**config.mk**
```make
export PLATFORM = sky130hd
export DESIGN_NAME = ccr_top
export DESIGN_NICKNAME = d
export VERILOG_FILES = /design/src/logic/ccr_pkg.sv /design/src/logic/ccr_sync.sv /design/src/logic/ccr_edge_detect.sv /design/src/logic/ccr_top.sv
export SDC_FILE = /design/constraint.sdc
export NUM_CORES = 1
export LEC_CHECK = 0
export BUFFER_PORTS_ARGS = -buffer_cell sky130_fd_sc_hd__buf_2
export CORE_MARGIN = 8
export CORE_UTILIZATION = 50
export CTS_CLUSTER_SIZE = 10
export DETAILED_ROUTE_END_ITERATION = 10
export PLACE_DENSITY = 0.82
export SETUP_SLACK_MARGIN = 0.02
export SLEW_MARGIN = 10
export SYNTH_ARGS = -nofsm -noshare
export SYNTH_HDL_FRONTEND = slang
export SYNTH_SLANG_ARGS = --single-unit
```
**constraint.sdc**
```tcl
create_clock -name i_clk_sys -period 1.65 [get_ports i_clk_sys]
set_input_delay 0.0825 -clock i_clk_sys [delete_from_list [all_inputs] [get_ports i_clk_sys]]
set_output_delay 0.0825 -clock i_clk_sys [all_outputs]
set_load 0.005 [all_outputs]
```
**src/logic/ccr_pkg.sv**
```systemverilog
package ccr_pkg;

    // register bus geometry
    localparam int ADDR_W = 4;
    localparam int DATA_W = 8;
    localparam int EVT_N = 2;

    // register offsets
    localparam logic [3:0] OFS_COMPARATOR_CONTROL = 4'h0;
    localparam logic [3:0] OFS_RESERVED_1 = 4'h1;
    localparam logic [3:0] OFS_INPUT_SELECT_CONTROL = 4'h2;
    localparam logic [3:0] OFS_RESERVED_3 = 4'h3;
    localparam logic [3:0] OFS_REFERENCE_LEVEL = 4'h4;
    localparam logic [3:0] OFS_RESERVED_5 = 4'h5;
    localparam logic [3:0] OFS_INTERRUPT_ENABLE = 4'h6;
    localparam logic [3:0] OFS_COMPARATOR_STATUS = 4'h7;
    localparam logic [3:0] OFS_EVENT_STATUS = 4'h8;
    localparam logic [3:0] OFS_EVENT_CLEAR = 4'h9;
    localparam logic [3:0] OFS_EVENT_ENABLE = 4'ha;

    // comparator_control fields
    localparam int BIT_RUN_IN_STANDBY = 7;
    localparam int BIT_OUTPUT_PAD_ENABLE = 6;
    localparam int POS_IRQ_EDGE_SELECT = 4;
    localparam int BIT_LOW_POWER_SELECT = 3;
    localparam int POS_HYSTERESIS_SELECT = 1;
    localparam int BIT_ENABLE = 0;

    // input_select_control fields
    localparam int BIT_INVERT = 7;
    localparam int POS_PLUS_INPUT_SELECT = 3;
    localparam int POS_MINUS_INPUT_SELECT = 0;

    // interrupt_enable and comparator_status fields
    localparam int BIT_COMPARE_IRQ = 0;
    localparam int BIT_STATE = 4;

    // own event register bits
    localparam int EVT_EDGE = 0;
    localparam int EVT_BAD_EDGE_MODE = 1;

    // reset values
    localparam logic [7:0] RST_COMPARATOR_CONTROL = 8'h00;
    localparam logic [7:0] RST_INPUT_SELECT_CONTROL = 8'h00;
    localparam logic [7:0] RST_REFERENCE_LEVEL = 8'hff;
    localparam logic [7:0] RST_INTERRUPT_ENABLE = 8'h00;

    // writable bit masks
    localparam logic [7:0] MASK_INPUT_SELECT_CONTROL = 8'h9b;
    localparam logic [7:0] MASK_INTERRUPT_ENABLE = 8'h01;

    // edge selection codes
    localparam logic [1:0] EDGE_ANY = 2'h0;
    localparam logic [1:0] EDGE_RESERVED = 2'h1;
    localparam logic [1:0] EDGE_FALL = 2'h2;
    localparam logic [1:0] EDGE_RISE = 2'h3;

    // register-bus request
    typedef struct packed {
        logic wr;
        logic rd;
        logic [3:0] addr;
        logic [7:0] wdata;
    } ccr_bus_req_t;

    // controls to the analog core
    typedef struct packed {
        logic enable;
        logic low_power_select;
        logic [1:0] hysteresis_select;
        logic [1:0] plus_input_select;
        logic [1:0] minus_input_select;
        logic [7:0] divider_reference;
    } ccr_analog_t;

endpackage

```
**src/logic/ccr_sync.sv**
```systemverilog
`timescale 1ns/10ps
// two-flop synchroniser for the comparator level
module ccr_sync (
    // clock and reset
    input wire logic i_clk_sys,
    input wire logic i_resetn,
    input wire logic i_ce,
    // level in and out
    input wire logic i_level,
    output logic o_level
);
    logic first_reg;
    logic first_next;
    logic second_reg;
    logic second_next;

    // next values, held while the clock enable is low
    always_comb begin
        first_next = i_ce ? i_level : first_reg;
        second_next = i_ce ? first_reg : second_reg;
    end

    // the first flop only feeds the second
    always_ff @(posedge i_clk_sys or negedge i_resetn) begin
        if (!i_resetn) begin
            first_reg <= 1'b0;
            second_reg <= 1'b0;
        end else begin
            first_reg <= first_next;
            second_reg <= second_next;
        end
    end

    assign o_level = second_reg;
endmodule

```
**src/logic/ccr_edge_detect.sv**
```systemverilog
`timescale 1ns/10ps
// selected-edge detector on the synchronised comparator level
module ccr_edge_detect (
    // clock and reset
    input wire logic i_clk_sys,
    input wire logic i_resetn,
    input wire logic i_ce,
    // tracking enable, level and edge mode
    input wire logic i_track,
    input wire logic i_level,
    input wire logic [1:0] i_mode,
    // one-cycle hit
    output logic o_hit
);
    import ccr_pkg::*;

    logic prev_reg;
    logic prev_next;
    logic rise;
    logic fall;

    // edge decode by mode; reserved code raises nothing
    always_comb begin
        prev_next = (i_ce && i_track) ? i_level : prev_reg;
        rise = i_track && i_level && !prev_reg;
        fall = i_track && !i_level && prev_reg;
        unique case (i_mode)
            EDGE_ANY: o_hit = rise || fall;
            EDGE_FALL: o_hit = fall;
            EDGE_RISE: o_hit = rise;
            EDGE_RESERVED: o_hit = 1'b0;
        endcase
    end

    // previous level
    always_ff @(posedge i_clk_sys or negedge i_resetn) begin
        if (!i_resetn) begin
            prev_reg <= 1'b0;
        end else begin
            prev_reg <= prev_next;
        end
    end
endmodule

```
**src/logic/ccr_top.sv**
```systemverilog
`timescale 1ns/10ps
// What this block does
// - run_in_standby keeps comparator alive in standby
// - standby freezes interrupt flag and status
// - output_pad_enable drives comparator output on pad
// - irq_edge_select picks both, falling, rising edges
// - low_power_select passed to analog core
// - hysteresis_select forwarded as none/small/medium/large
// - enable bit switches comparator on/off
// - invert flips result before all users
// - plus_input_select picks plus pin 0-3
// - minus_input_select picks minus pins or divider
// - reference level resets 0xff, drives divider
// - interrupt enable bit gates the flag's interrupt request; enabled event bits raise it regardless
// - state bit synchronised, three cycles late
// - writing one clears flag, zero keeps
// - selected edge sets interrupt flag
// - request high while flag and enable set
// - power-down disables comparator and pad
module ccr_top (
    // clock, reset, clock enable
    input wire logic i_clk_sys,
    input wire logic i_resetn,
    input wire logic i_ce,
    // register port
    input wire ccr_pkg::ccr_bus_req_t i_bus,
    output logic [ccr_pkg::DATA_W-1:0] o_rdata,
    // sleep state
    input wire logic i_sleep_standby,
    input wire logic i_sleep_powerdown,
    // analog core
    input wire logic i_cmp_raw,
    output ccr_pkg::ccr_analog_t o_analog,
    // pad and event
    output logic o_pad_out,
    output logic o_pad_oe,
    output logic o_event_level,
    // interrupt
    output logic o_irq
);
    import ccr_pkg::*;

    // true when a write strobe hits the given offset
    function automatic logic wr_hit(input ccr_bus_req_t req, input logic [3:0] ofs);
        wr_hit = req.wr && (req.addr == ofs);
    endfunction

    // register state
    logic [7:0] ctrl_reg;
    logic [7:0] ctrl_next;
    logic [7:0] mux_reg;
    logic [7:0] mux_next;
    logic [7:0] ref_reg;
    logic [7:0] ref_next;
    logic [7:0] ie_reg;
    logic [7:0] ie_next;
    logic flag_reg;
    logic flag_next;
    logic state_reg;
    logic state_next;
    logic [EVT_N-1:0] evt_reg;
    logic [EVT_N-1:0] evt_next;
    logic [EVT_N-1:0] evt_en_reg;
    logic [EVT_N-1:0] evt_en_next;
    logic [EVT_N-1:0] evt_set;
    logic [7:0] rdata_reg;
    logic [7:0] rdata_next;

    // output state
    ccr_analog_t analog_reg;
    ccr_analog_t analog_next;
    logic pad_out_reg;
    logic pad_out_next;
    logic pad_oe_reg;
    logic pad_oe_next;
    logic event_reg;
    logic event_next;
    logic irq_reg;
    logic irq_next;

    // derived
    logic active;
    logic update_ok;
    logic cmp_inv;
    logic cmp_sync;
    logic edge_hit;

    // comparator runs unless off, powered down or halted in standby
    always_comb begin
        active = ctrl_reg[BIT_ENABLE] && !i_sleep_powerdown
            && (!i_sleep_standby || ctrl_reg[BIT_RUN_IN_STANDBY]);
        update_ok = !i_sleep_standby;
        cmp_inv = i_cmp_raw ^ mux_reg[BIT_INVERT];
    end

    // synchronise the inverted result
    ccr_sync u_sync (
        .i_clk_sys(i_clk_sys),
        .i_resetn(i_resetn),
        .i_ce(i_ce),
        .i_level(cmp_inv),
        .o_level(cmp_sync)
    );

    // edge detection only while running and clocked
    ccr_edge_detect u_edge (
        .i_clk_sys(i_clk_sys),
        .i_resetn(i_resetn),
        .i_ce(i_ce),
        .i_track(active && update_ok),
        .i_level(cmp_sync),
        .i_mode(ctrl_reg[POS_IRQ_EDGE_SELECT +: 2]),
        .o_hit(edge_hit)
    );

    // control registers, reserved offsets decode to nothing
    always_comb begin
        ctrl_next = ctrl_reg;
        mux_next = mux_reg;
        ref_next = ref_reg;
        ie_next = ie_reg;
        evt_en_next = evt_en_reg;
        if (i_ce) begin
            if (wr_hit(i_bus, OFS_COMPARATOR_CONTROL)) begin
                ctrl_next = i_bus.wdata;
            end
            if (wr_hit(i_bus, OFS_INPUT_SELECT_CONTROL)) begin
                mux_next = i_bus.wdata & MASK_INPUT_SELECT_CONTROL;
            end
            if (wr_hit(i_bus, OFS_REFERENCE_LEVEL)) begin
                ref_next = i_bus.wdata;
            end
            if (wr_hit(i_bus, OFS_INTERRUPT_ENABLE)) begin
                ie_next = i_bus.wdata & MASK_INTERRUPT_ENABLE;
            end
            if (wr_hit(i_bus, OFS_EVENT_ENABLE)) begin
                evt_en_next = i_bus.wdata[EVT_N-1:0];
            end
        end
    end

    // control register flops
    always_ff @(posedge i_clk_sys or negedge i_resetn) begin
        if (!i_resetn) begin
            ctrl_reg <= RST_COMPARATOR_CONTROL;
            mux_reg <= RST_INPUT_SELECT_CONTROL;
            ref_reg <= RST_REFERENCE_LEVEL;
            ie_reg <= RST_INTERRUPT_ENABLE;
            evt_en_reg <= '0;
        end else begin
            ctrl_reg <= ctrl_next;
            mux_reg <= mux_next;
            ref_reg <= ref_next;
            ie_reg <= ie_next;
            evt_en_reg <= evt_en_next;
        end
    end

    // interrupt flag and state bit; set wins over clear
    always_comb begin
        flag_next = flag_reg;
        state_next = state_reg;
        if (i_ce) begin
            if (wr_hit(i_bus, OFS_COMPARATOR_STATUS) && i_bus.wdata[BIT_COMPARE_IRQ]) begin
                flag_next = 1'b0;
            end
            if (edge_hit) begin
                flag_next = 1'b1;
            end
            if (update_ok) begin
                state_next = cmp_sync;
            end
        end
    end

    // own sticky event bits
    always_comb begin
        evt_set = '0;
        evt_set[EVT_EDGE] = edge_hit;
        evt_set[EVT_BAD_EDGE_MODE] = wr_hit(i_bus, OFS_COMPARATOR_CONTROL)
            && (i_bus.wdata[POS_IRQ_EDGE_SELECT +: 2] == EDGE_RESERVED);
    end

    // one sticky bit per event, write one to clear
    generate
        for (genvar g = 0; g < EVT_N; g++) begin : g_evt
            always_comb begin
                evt_next[g] = evt_reg[g];
                if (i_ce) begin
                    if (wr_hit(i_bus, OFS_EVENT_CLEAR) && i_bus.wdata[g]) begin
                        evt_next[g] = 1'b0;
                    end
                    if (evt_set[g]) begin
                        evt_next[g] = 1'b1;
                    end
                end
            end
        end
    endgenerate

    // status flops
    always_ff @(posedge i_clk_sys or negedge i_resetn) begin
        if (!i_resetn) begin
            flag_reg <= 1'b0;
            state_reg <= 1'b0;
            evt_reg <= '0;
        end else begin
            flag_reg <= flag_next;
            state_reg <= state_next;
            evt_reg <= evt_next;
        end
    end

    // read mux, data valid one cycle after the strobe only
    always_comb begin
        rdata_next = 8'h00;
        if (i_ce && i_bus.rd) begin
            unique case (i_bus.addr)
                OFS_COMPARATOR_CONTROL: rdata_next = ctrl_reg;
                OFS_INPUT_SELECT_CONTROL: rdata_next = mux_reg;
                OFS_REFERENCE_LEVEL: rdata_next = ref_reg;
                OFS_INTERRUPT_ENABLE: rdata_next = ie_reg;
                OFS_COMPARATOR_STATUS: begin
                    rdata_next[BIT_STATE] = state_reg;
                    rdata_next[BIT_COMPARE_IRQ] = flag_reg;
                end
                OFS_EVENT_STATUS: rdata_next[EVT_N-1:0] = evt_reg;
                OFS_EVENT_ENABLE: rdata_next[EVT_N-1:0] = evt_en_reg;
                default: rdata_next = 8'h00;
            endcase
        end else if (!i_ce) begin
            rdata_next = rdata_reg;
        end
    end

    // outputs to analog core, pad, event and interrupt
    always_comb begin
        analog_next = analog_reg;
        pad_out_next = pad_out_reg;
        pad_oe_next = pad_oe_reg;
        event_next = event_reg;
        irq_next = irq_reg;
        if (i_ce) begin
            analog_next.enable = active;
            analog_next.low_power_select = ctrl_reg[BIT_LOW_POWER_SELECT];
            analog_next.hysteresis_select = ctrl_reg[POS_HYSTERESIS_SELECT +: 2];
            analog_next.plus_input_select = mux_reg[POS_PLUS_INPUT_SELECT +: 2];
            analog_next.minus_input_select = mux_reg[POS_MINUS_INPUT_SELECT +: 2];
            analog_next.divider_reference = ref_reg;
            pad_out_next = cmp_inv;
            pad_oe_next = ctrl_reg[BIT_OUTPUT_PAD_ENABLE] && active;
            event_next = cmp_inv && active;
            irq_next = (flag_reg && ie_reg[BIT_COMPARE_IRQ])
                || (|(evt_reg & evt_en_reg));
        end
    end

    // output flops
    always_ff @(posedge i_clk_sys or negedge i_resetn) begin
        if (!i_resetn) begin
            analog_reg <= '0;
            pad_out_reg <= 1'b0;
            pad_oe_reg <= 1'b0;
            event_reg <= 1'b0;
            irq_reg <= 1'b0;
            rdata_reg <= 8'h00;
        end else begin
            analog_reg <= analog_next;
            pad_out_reg <= pad_out_next;
            pad_oe_reg <= pad_oe_next;
            event_reg <= event_next;
            irq_reg <= irq_next;
            rdata_reg <= rdata_next;
        end
    end

    assign o_analog = analog_reg;
    assign o_pad_out = pad_out_reg;
    assign o_pad_oe = pad_oe_reg;
    assign o_event_level = event_reg;
    assign o_irq = irq_reg;
    assign o_rdata = rdata_reg;
endmodule

```
======== After elaboration in Yosys (flattened, before gate mapping) ========
Index checks and enable logic that the tools add are counted.
word-level totals
  input port bits ......................... 20
  output and inout port bits .............. 28
  bits in registers ....................... 58
  word-level logic and storage cells ...... 96
cells by class
  bitwise operators ....................... 3
  mux-type cells .......................... 14
  reductions and logical operators ........ 46
  equality and inequality tests ........... 11
operators with widths
  cell                                                  number
  logical AND 1 bit                                     23
  AND reduction 2 bit                                   9
  two-way mux 8 bit                                     2
  equality test 4 x 3 -> 1 bit (second input constant)  3
  equality test 4 bit (second input constant)           3
  one-hot mux 3 bit (3 select lines)                    1
  one-hot mux 1 bit (4 select lines)                    2
  nonzero test 2 bit                                    4
  one-hot mux 1 bit (7 select lines)                    1
  two-way mux 1 bit                                     6
  one-hot mux 2 bit (3 select lines)                    1
  one-hot mux 1 bit (5 select lines)                    1
  equality test 2 x 1 -> 1 bit (second input constant)  2
  equality test 2 bit (second input constant)           2
  equality test 4 x 2 -> 1 bit (second input constant)  1
  logical NOT 1 bit                                     4
  logical NOT 4 bit                                     1
  logical OR 1 bit                                      3
  AND 2 bit                                             1
  logical NOT 2 bit                                     1
  OR reduction 2 bit                                    1
  NOT 1 bit                                             1
  XOR 1 bit                                             1

======== Longest topological paths before layout ========
Gate-level depths: netlist of the first run.
  depth after elaboration ................. 10
  depth in mapped cells ................... 6
  gate-level depth less buffers ........... 4

======== Cells and area by module ========
Synthesis of the first run repeated with hierarchy kept, for this count alone.
second synthesis, totals
  cell total of the unflattened synthesis .. 200
  area, all modules ....................... 2695.1 µm²
modules (own cells, without submodules)
  module           seq. area each (µm²)  area an instance (µm²)  cells an instance  instances
  ccr_top          1411.4                2549.9                  189                1
  ccr_edge_detect  25.0                  72.6                    7                  1
  ccr_sync         50.0                  72.6                    4                  1

======== Worst setup path after synthesis of the first run ========
Ideal clock, no wire load.
  path type ............................... register to register
  start point ............................. reg ie_reg[0]
  end point ............................... reg rdata_reg[0] (netlist: o_rdata[0])
  cell stages (with the launch flop) ...... 5
  data required time ...................... 1.511 ns
  data arrival time ....................... 1.100 ns
  path buffers ............................ 0
  library setup time ...................... 0.139 ns
  slack ................................... 0.411 ns
  clock period less this slack ............ 1.239 ns
  cells stage by stage .................... dfrtp_1 > mux2_4 > nand3_2 > o21ai_1 > or4_1
between the ends
  word-level cells in the longest chain between the ends .. 2
ends and longest elaborated chain
  what                                RTL line        text
  start, declared                     ccr_top.sv:55   logic [7:0] ie_reg;
  start signal, assigned              ccr_top.sv:154  ie_reg <= ie_next;
  one-hot mux 1 bit (7 select lines)  ccr_top.sv:218  unique case (i_bus.addr)
  two-way mux 8 bit                   ccr_top.sv:217  if (i_ce && i_bus.rd) begin
  end signal, assigned                ccr_top.sv:273  rdata_reg <= rdata_next;
  end, declared                       ccr_top.sv:66   logic [7:0] rdata_reg;
No other way between the ends.
A chain may end at the register's enable or synchronous reset.

======== Final worst setup path of the first run ========
  start point ............................. reg ctrl_reg[5]
  end point ............................... reg evt_reg[0]
between the ends
  word-level cells in the longest chain between the ends .. 4
  elaborated cells between the ends (all ways) .. 8
  classes of those cells .................. 3 x eq/ne; 2 x mux; 3 x reduce/logical
ends and longest elaborated chain
  what                                                  RTL line               text
  start, declared                                       ccr_top.sv:49          logic [7:0] ctrl_reg;
  start signal, assigned                                ccr_top.sv:151         ctrl_reg <= ctrl_next;
  equality test 2 x 1 -> 1 bit (tied with other cells)  ccr_edge_detect.sv:27  unique case (i_mode)
  one-hot mux 1 bit (4 select lines) (*)                ccr_edge_detect.sv:27
  nonzero test 2 bit (no source line)                   -
  AND reduction 2 bit (no source line)                  -
  end signal, assigned                                  ccr_top.sv:210         evt_reg <= evt_next;
  end, declared                                         ccr_top.sv:61          logic [EVT_N-1:0] evt_reg;
Mark *: on every way between the ends. The rest lies on a longest branch, timed or not.

==> flow_metrics.env, run 1 <==
export IMPL_clockBufferDepth=2
export IMPL_track_usage_pct=16.2
export IMPL_r2r_slack_ps=320
export IMPL_fillerInstances=424
export IMPL_clk_latency_ps=330
export IMPL_routabilityCongestion=0.853
export IMPL_cts_max_level=3
export IMPL_die_y_um=88.6
export IMPL_final_nets=279
export IMPL_worstHoldEndpoint="ref_reg[2]"
export IMPL_grt_max_degree=29
export IMPL_final_util_pct=62.0
export IMPL_antenna_found_initial=0
export IMPL_met3WireLength_um=269
export IMPL_drt_pass1_iter_count=5
export IMPL_crit_fanout=3
export IMPL_dp_slack_ps=203
export IMPL_worstRegToRegCells=4
export IMPL_port_buffers=47
export IMPL_worst_slack_ps=318
export IMPL_clock_sinks=58
export IMPL_min_path_type="in2reg"
export IMPL_cts_resized=0
export IMPL_clk_pin_slew_worst_paths_ps=60
export IMPL_r2r_end="evt_reg[0]"
export IMPL_grt_pass1_vias=1953
export IMPL_num_vias=1799
export IMPL_synth_distinct_cells=40
export IMPL_dp_hpwl_um=4250
export IMPL_rsz0062_at_grt="false"
export IMPL_fp_dieW_um=88.6
export IMPL_post_route_period_util_pct=80.7
export IMPL_final_antenna_net_count=0
export IMPL_syn2layout_area_growth_pct=20.1
export IMPL_met1Wirelength_um=2500
export IMPL_grt_pass1_wl_um=9610
export IMPL_worst_pin_slew_ps=478
export IMPL_leakage_nw=1.49
export IMPL_holdPathStages=2
export IMPL_diodes=0
export IMPL_synth_cells=206
export IMPL_core_um2=5110
export IMPL_drv_cap=0
export IMPL_ys_ff_latch=58
export IMPL_routed_top_layer="met4"
export IMPL_start_util_pct=51.6
export IMPL_min_delay_start="i_bus[2]"
export IMPL_drive_above_1_share_pct=46.6
export IMPL_worstSetupPathType="reg2reg"
export IMPL_numCtsBuffers=9
export IMPL_rows=26
export IMPL_syn_nets=226
export IMPL_endpoint_kind="register"
export IMPL_cts_setup_buffers=0
export IMPL_io_pins=48
export IMPL_overflow=0
export IMPL_largest_register_ffs=16
export IMPL_cts_root_buffer="clkbuf_8"
export IMPL_power_density_nw_per_um2=1250
export IMPL_r2r_start="ctrl_reg[5]"
export IMPL_crit_required_ps=1870
export IMPL_finalSetupTns_ps=0
export IMPL_skew_ps=9.24
export IMPL_yosysWarningCount=0
export IMPL_syn_area_um2=2640
export IMPL_drc_errors=0
export IMPL_status="finished clean"
export IMPL_cts_tree="built"
export IMPL_synth_area_per_cell_um2=12.8
export IMPL_initialDrtViolationCount=194
export IMPL_maxSlewHeadroom_pct=68.1
export IMPL_synth_seq_area_share_pct=55.4
export IMPL_arrival_ps=1550
export IMPL_die_area_um2=7860
export IMPL_ir_worst_vdd_mv=0.683
export IMPL_hold_violations=0
export IMPL_fin_crit_ps=1330
export IMPL_wl_met2_um=2850
export IMPL_multi_input_area_um2=1070
export IMPL_slew_viol_final=0
export IMPL_final_seq_area_um2=1460
export IMPL_setup_viol=0
export IMPL_timing_fmax_mhz=751
export IMPL_vias_per_cell=5.39
export IMPL_crit_path_start_kind="register"
export IMPL_routed_wl_um=5710
export IMPL_wire_per_inst_um=17.1
layer usage:
layer | track usage, % | vias to the layer above
met5 | 0 | -
met4 | 7.68 | 0
met3 | 4.46 | 11
met2 | 25.4 | 50
met1 | 20.1 | 888
li1 | - | 850
power by group:
group / switching [mW] / leakage [nW] / internal [mW]
Clock: 0.506 / 0.110 / 0.864
Combinational: 0.272 / 0.653 / 0.376
Sequential: 0.200 / 0.732 / 1.73
Total: 0.977 / 1.49 / 2.97
cells in the final DEF (no fill, tap or decap), types with 3 or more instances in the layout:
cell type | Yosys | routed
a21oi_1 | 5 | 5
clkbuf_8 | 0 | 13
nor3b_1 | 4 | 4
o21ai_0 | 5 | 5
dfstp_2 | 8 | 8
mux2_2 | 44 | 44
dfrtp_1 | 50 | 50
nand2b_1 | 7 | 7
nor2_1 | 7 | 7
xor2_1 | 3 | 3
buf_4 | 2 | 3
nand2_1 | 9 | 9
buf_2 | 6 | 47
mux2i_1 | 7 | 7
o22ai_1 | 5 | 5
nand3_1 | 5 | 5
inv_1 | 9 | 9
metrics by stage:
stage	area, um2	hold WS, ps	power [mW]	cells
5_1_grt	3170	4.24	4.18	334
2_1_floorplan	2640	-213	2.30	206
3_5_place_dp	2930	65.7	2.60	316
4_1_cts	3170	1.70	3.99	334
6_report	3170	10.1	3.94	334
3_3_place_gp	2930	61.1	2.56	316
kinds of logic after synthesis:
family	count (synthesis)	share of synthesized area (%)
XOR/XNOR	3	0.996
multiplexers	53	22.9
AND/OR/NAND/NOR	49	11.2
buffers and inverters	20	3.98
AO/OA/AOI/OAI	23	5.55
flip-flops	58	55.4
cell usage after synthesis:
library cell,count,share of area [%]
dfrtp_1,50,47
mux2_2,44,19
inv_1,9,1.3
nand2_1,9,1.3
dfstp_2,8,8.0
mux2i_1,7,2.7
nand2b_1,7,1.7
nor2_1,7,1.0
buf_2,6,1.1
a21oi_1,5,0.95
nand3_1,5,0.95
o21ai_0,5,0.95
o22ai_1,5,1.2
nor3b_1,4,1.1
xor2_1,3,1.0
buf_4,2,0.57
buf_6,2,0.85
nand3b_1,2,0.57
nand4b_1,2,0.66
nor2b_1,2,0.47
nor4_1,2,0.47
nor4b_1,2,0.66
a211oi_1,1,0.28
a21bo_2,1,0.38
a222oi_1,1,0.38
a31oi_1,1,0.24
a41o_1,1,0.38
and3b_1,1,0.33
and4bb_1,1,0.47
buf_1,1,0.14
mux2_4,1,0.57
mux4_2,1,0.85
nand2_2,1,0.24
nand3_2,1,0.38
nand4_1,1,0.24
nor3_2,1,0.38
o211ai_1,1,0.28
o21ai_1,1,0.19
o2bb2ai_1,1,0.33
or4_1,1,0.28
critical path: stages (launching register included):
cell and delay [ps]:
dfrtp_1 410, xor2_1 170, nor3b_1 70, o21ai_0 310
a21bo_2 270
final cells by class:
type / instances / area share, %
Multi-Input combinational cell: 128 / 33.8
Timing Repair Buffer: 53 / 9.40
Clock buffer: 15 / 5.88
Sequential cell: 58 / 46.1
Tap cell: 70 / 2.76
Inverter: 9 / 1.07
Clock inverter: 1 / 0.948
worst max-delay path by stage:
stage,startpoint,end,slack [ps],depth (start not counted)
3_5_place_dp,i_bus[9],o_rdata[0],200,5
2_1_floorplan,ie_reg[0],o_rdata[0],410,4
4_1_cts,ctrl_reg[5],evt_reg[0],300,4
6_report,ctrl_reg[5],evt_reg[0],320,4
5_1_grt,ctrl_reg[5],evt_reg[0],260,4
3_3_place_gp,i_bus[10],ref_reg[6],240,4
repair_timing:
item                       CTS  global route
setup endpoints to repair    0             0
hold endpoints to repair    19             0
hold buffers                 2             0
Power figures use the tool's default switching activity.
==> inputs of run 2 (changes only) <==
==> constraint.sdc (replaced) <==
create_clock -name i_clk_sys -period 1.3 [get_ports i_clk_sys]
set_input_delay 0.065 -clock i_clk_sys [delete_from_list [all_inputs] [get_ports i_clk_sys]]
set_output_delay 0.065 -clock i_clk_sys [all_outputs]
set_load 0.005 [all_outputs]
==> run 2 against run 1 <==
  * The flow now finishes with violations (negative setup slack)
  * Clock-buffer cell count fell by 3
  * Cell area rose by 4.6%
  * Register-to-register slack got worse by 320 ps
  * Highest routed layer unchanged
  * Combinational power rose by 35%
  * Final cell count rose by 4.8%
  * Global-route usage rose by 0.75 points
  * Sequential power rose by 26%
  * Worst setup slack got worse by 320 ps
  * Sequential share of layout area fell by 2.0 points
  * Hold slack improved by 29 ps
==> flow_metrics.env, run 2 (same netlist as run 1, synthesis figures left out) <==
export IMPL_final_area_um2=3310
export IMPL_start_util_pct=51.6
export IMPL_final_cell_mix="50 x dfrtp_1, 47 x buf_2, 44 x mux2_2"
export IMPL_io_pins=48
export IMPL_leakage_nw=1.57
export IMPL_fillerInstances=398
export IMPL_r2r_end="o_rdata[0]"
export IMPL_final_nets=295
export IMPL_cts_tree="built"
export IMPL_p_clk_share_pct=36.3
export IMPL_power_mw=5.21
export IMPL_drv_cap=0
export IMPL_worstPathCellList="mux2_4 -> nand3_2 -> o21ai_1 -> or4_1"
export IMPL_vias_per_cell=5.31
export IMPL_clk_latency_ps=340
export IMPL_endpoint_kind="register"
export IMPL_crit_fanout=2
export IMPL_r2r_slack_ps=-5
export IMPL_violations="negative setup slack"
export IMPL_track_usage_pct=16.9
export IMPL_worst_slack_ps=-5.41
export IMPL_r2r_start="ie_reg[0]"
export IMPL_cp_endpoint="o_rdata[0]"
export IMPL_drc_errors=0
export IMPL_mostFrequentLayoutCell="dfrtp_1"
export IMPL_power_switching_mw=1.32
export IMPL_slew_viol_final=0
export IMPL_grt_pass1_vias=2021
export IMPL_syn2layout_area_growth_pct=25.6
export IMPL_critPathSlowestCell="or4_1"
export IMPL_intPower_mw=3.89
export IMPL_die_area_um2=7860
export IMPL_path_depth=4
export IMPL_numCtsBuffers=9
export IMPL_largest_register_ffs=16
export IMPL_cts_root_buffer="clkbuf_8"
export IMPL_crit_path_max_incr_delay_ps=400
export IMPL_critPathBufInv=0
export IMPL_fp_dieW_um=88.6
export IMPL_min_path_type="in2reg"
export IMPL_swShare_pct=25.3
export IMPL_rsz0062_at_grt="true"
export IMPL_drt_pass1_iter_count=4
export IMPL_worstSetupPathType="reg2reg"
export IMPL_crit_start="ie_reg[0]"
export IMPL_die_y_um=88.6
export IMPL_power_density_nw_per_um2=1570
export IMPL_worstRegToRegCells=4
export IMPL_drive_above_1_share_pct=48.2
export IMPL_core_um2=5110
export IMPL_ir_worst_vdd_mv=0.855
export IMPL_rows=26
export IMPL_routed_wl_um=5930
export IMPL_routabilityCongestion=0.847
export IMPL_final_antenna_net_count=0
export IMPL_holdPathStages=2
export IMPL_grt_pass1_wl_um=10000
export IMPL_fin_crit_ps=1310
export IMPL_dp_hpwl_um=4220
export IMPL_timing_fmax_mhz=766
export IMPL_fin_hold_ws_ps=39.1
export IMPL_cts_max_level=3
export IMPL_antenna_found_initial=0
export IMPL_hold_violations=0
export IMPL_placedInstanceArea_um2=3000
export IMPL_maxSlewHeadroom_pct=73.4
export IMPL_setup_viol=1
export IMPL_clock_sinks=58
export IMPL_crit_required_ps=1500
export IMPL_initialDrtViolationCount=102
export IMPL_grt_max_degree=59
export IMPL_clk_pin_slew_worst_paths_ps=70
export IMPL_overflow=0
export IMPL_worst_pin_slew_ps=394
export IMPL_port_buffers=47
export IMPL_post_route_period_util_pct=100
export IMPL_cp_top_family="simple AND/OR/NAND/NOR gates"
export IMPL_num_vias=1859
export IMPL_diodes=0
export IMPL_clockBufferDepth=2
export IMPL_skew_ps=7.92
export IMPL_combPwrFrac_pct=16.8
export IMPL_crit_path_start_kind="register"
export IMPL_wire_per_inst_um=16.9
export IMPL_status="finished, violations left"
export IMPL_arrival_ps=1510
export IMPL_power_frac_seq_pct=46.9
## run 2: how the worst min path moves through the flow
stage	from	end	slack (ps)
detailed placement	i_resetn	evt_en_reg[1]	90
CTS	i_bus[1]	ref_reg[1]	40
global route	i_bus[1]	ref_reg[1]	40
global placement	i_resetn	evt_en_reg[0]	90
floorplan	i_resetn	ctrl_reg[0]	-230
finish	i_bus[1]	ref_reg[1]	40
## run 2: per-layer routing
layer | share of wire (%) | GRT usage, % | up-vias
met2 | 48 | 25.6 | 43
met4 | 1.7 | 8.29 | 0
met1 | 46 | 22.1 | 929
met5 | 0 | 0 | -
met3 | 4.1 | 4.18 | 10
li1 | - | - | 877
## run 2: repair_timing
| item | CTS | global route |
|---|---|---|
| setup endpoints to repair | 1 | 1 |
| endpoints found under the hold margin | 70 | 0 |
| hold buffers | 7 | 0 |
| cloned | 0 | 0 |
| resized for setup | 0 | 0 |
| buffers inserted | 1 | 1 |
| pin swaps | 0 | 1 |
## run 2: area by class of cell
type,instances,area (um2),area share (%)
sequential,58,1460,44.1
tap,70,87.6,2.64
inverter,9,33.8,1.02
clock buffer,12,155,4.68
timing repair buffer,69,430,13.0
multi-input combinational,128,1070,32.3
clock inverter,4,73.8,2.23
## run 2: power groups by stage
stage	Combinational, mW	Clock, mW	Sequential, mW
final	0.875	1.89	2.44
after global routing	0.967	2.02	2.49
after CTS	0.879	1.92	2.44
after detailed placement	0.844	0	2.47
after global placement	0.825	0	2.45
after floorplan	0.508	0	2.41
## run 2: per-stage QoR
stage / utilization, % / setup slack (ps) / TNS (ps) / std cells
after floorplan: - / 60.9 / 0 / 206
after CTS: 64.7 / 5.75 / 0 / 349
after global routing: 64.9 / -38.0 / -38.0 / 350
final: 64.9 / -5.41 / -5.41 / 350
after detailed placement: 58.7 / -0.885 / -0.885 / 325
after global placement: 58.7 / 34.9 / 0 / 325
==> inputs of run 3 (changes only) <==
==> constraint.sdc (replaced) <==
create_clock -name i_clk_sys -period 1.6 [get_ports i_clk_sys]
set_input_delay 0.08 -clock i_clk_sys [delete_from_list [all_inputs] [get_ports i_clk_sys]]
set_output_delay 0.08 -clock i_clk_sys [all_outputs]
set_load 0.005 [all_outputs]
==> run 3 against run 2 <==
  * The run now ends clean
  * Worst setup slack improved by 320 ps
  * Flip-flop and latch count unchanged
  * Fmax rose by 1.2%
  * Via count decreased by 2.2%
  * Final cell count shrank 3.4%
  * Hold slack lost 24 ps
  * Clock skew is essentially flat
  * Sequential share of layout area up 1.9 points
  * Non-clock buffer count decreased by 12
  * Core utilization is 2.7 points lower
  * Cell area down 4.2%
  * Wire length is 4.3% lower
==> flow_metrics.env, run 3 (same netlist as run 1, synthesis figures left out) <==
export IMPL_final_antenna_net_count=0
export IMPL_cts_max_level=3
export IMPL_port_buffers=47
export IMPL_endpoint_kind="register"
export IMPL_crit_required_ps=1810
export IMPL_placedInstanceArea_um2=2950
export IMPL_post_route_period_util_pct=80.6
export IMPL_clk_pin_slew_worst_paths_ps=60
export IMPL_crit_fanout=3
export IMPL_initialDrtViolationCount=115
export IMPL_critPathSlowestCell="dfrtp_1"
export IMPL_final_util_pct=62.2
export IMPL_dp_hpwl_um=4120
export IMPL_cp_endpoint="o_rdata[0]"
export IMPL_cts_root_buffer="clkbuf_8"
export IMPL_final_nets=283
export IMPL_setup_viol=0
export IMPL_worstPathCellList="mux2_4 -> nand3_2 -> o21ai_1 -> or4_1"
export IMPL_r2r_start="ie_reg[0]"
export IMPL_status="finished clean"
export IMPL_die_area_um2=7860
export IMPL_crit_path_max_incr_delay_ps=390
export IMPL_mostFrequentLayoutCell="dfrtp_1"
export IMPL_routed_wl_um=5670
export IMPL_r2r_slack_ps=310
export IMPL_cts_resized=0
export IMPL_fp_dieW_um=88.6
export IMPL_worstRegToRegCells=4
export IMPL_clk_latency_ps=330
export IMPL_crit_start="ie_reg[0]"
export IMPL_crit_path_start_kind="register"
export IMPL_numCtsBuffers=9
export IMPL_r2r_end="o_rdata[0]"
export IMPL_grt_max_degree=29
export IMPL_ir_worst_vdd_mv=0.694
export IMPL_antenna_found_initial=0
export IMPL_wire_per_inst_um=16.8
export IMPL_drive_above_1_share_pct=46.3
export IMPL_io_pins=48
export IMPL_timing_fmax_mhz=775
export IMPL_leakage_nw=1.50
export IMPL_vias_per_cell=5.38
export IMPL_track_usage_pct=16.2
export IMPL_routabilityCongestion=0.859
export IMPL_final_cell_mix="50 x dfrtp_1, 47 x buf_2, 44 x mux2_2"
export IMPL_fin_hold_ws_ps=15.2
export IMPL_syn2layout_area_growth_pct=20.4
export IMPL_min_delay_start="i_bus[5]"
export IMPL_clockBufferDepth=2
export IMPL_grt_pass1_vias=1890
export IMPL_drv_cap=0
export IMPL_worstSetupPathType="reg2reg"
export IMPL_fin_crit_ps=1290
export IMPL_slew_viol_final=0
export IMPL_largest_register_ffs=16
export IMPL_cts_tree="built"
export IMPL_power_density_nw_per_um2=1240
export IMPL_drt_pass1_iter_count=5
export IMPL_min_path_type="in2reg"
export IMPL_hold_violations=0
export IMPL_finalSetupTns_ps=0
export IMPL_die_y_um=88.6
export IMPL_final_area_um2=3180
export IMPL_overflow=0
export IMPL_diodes=0
export IMPL_rows=26
export IMPL_drc_errors=0
export IMPL_arrival_ps=1500
export IMPL_skew_ps=7.49
export IMPL_rsz0062_at_grt="false"
export IMPL_core_um2=5110
export IMPL_grt_pass1_wl_um=9490
export IMPL_worst_pin_slew_ps=525
export IMPL_num_vias=1818
export IMPL_start_util_pct=51.6
export IMPL_maxSlewHeadroom_pct=65.0
export IMPL_clock_sinks=58
run 3: changes by cell type in the layout (fill, tap and decap cells not counted), sizes merged:
cell         change
dlygate4sd3      -3
buf              -9
bufinv           -1
clkbuf           +1
run 3: layer usage:
metal  routed length (um)  GRT usage (%)  up-vias
li1                     -              -      860
met1                 2480           19.7      895
met2                 2780           25.0       54
met3                  298           4.74        9
met4                  107           9.37        0
met5                    0              0        -
run 3: how the worst min path moves through the flow:
stage / slack [ps] / endpoint / cells after the start
3_3_place_gp: 80 / o_analog[8] / 1
2_1_floorplan: -220 / ctrl_reg[0] / 0
3_5_place_dp: 90 / o_analog[0] / 1
6_report: 20 / ctrl_reg[5] / 2
5_1_grt: 3 / mux_reg[7] / 2
4_1_cts: 5 / mux_reg[7] / 2
run 3: through the flow:
| step | std cells | worst slack (ps) | total power, mW |
|---|---|---|---|
| after global routing | 338 | 242 | 4.18 |
| after CTS | 337 | 305 | 3.99 |
| after detailed placement | 318 | 189 | 2.68 |
| after floorplan | 206 | 361 | 2.37 |
| final | 338 | 310 | 3.94 |
| after global placement | 318 | 231 | 2.64 |
run 3: area by class of cell:
type | instances | area, um2
Multi-Input combinational cell | 128 | 1070
Clock buffer | 13 | 149
Clock inverter | 3 | 40.0
Tap cell | 70 | 87.6
Fill cell | 425 | 1930
Sequential cell | 58 | 1460
Timing Repair Buffer | 57 | 333
Inverter | 9 | 33.8
run 3: critical path: cells and delay by family (launching register included):
| family | cells | cell delay [ps] |
|---|---|---|
| mux | 1 | 270 |
| compound gates | 1 | 60 |
| simple gates | 2 | 450 |
| flops | 1 | 390 |
run 3: repair_timing:
action | 4_1_cts | 5_1_grt
hold buffers | 3 | 1
buffers inserted | 0 | 0
endpoints found under the hold margin | 22 | 3
run 3: where the power goes:
part / switching (mW) / total (mW) / internal, mW
clock: 0.531 / 1.29 / 0.758
combinational: 0.277 / 0.671 / 0.394
sequential: 0.202 / 1.98 / 1.78
total: 1.01 / 3.94 / 2.93
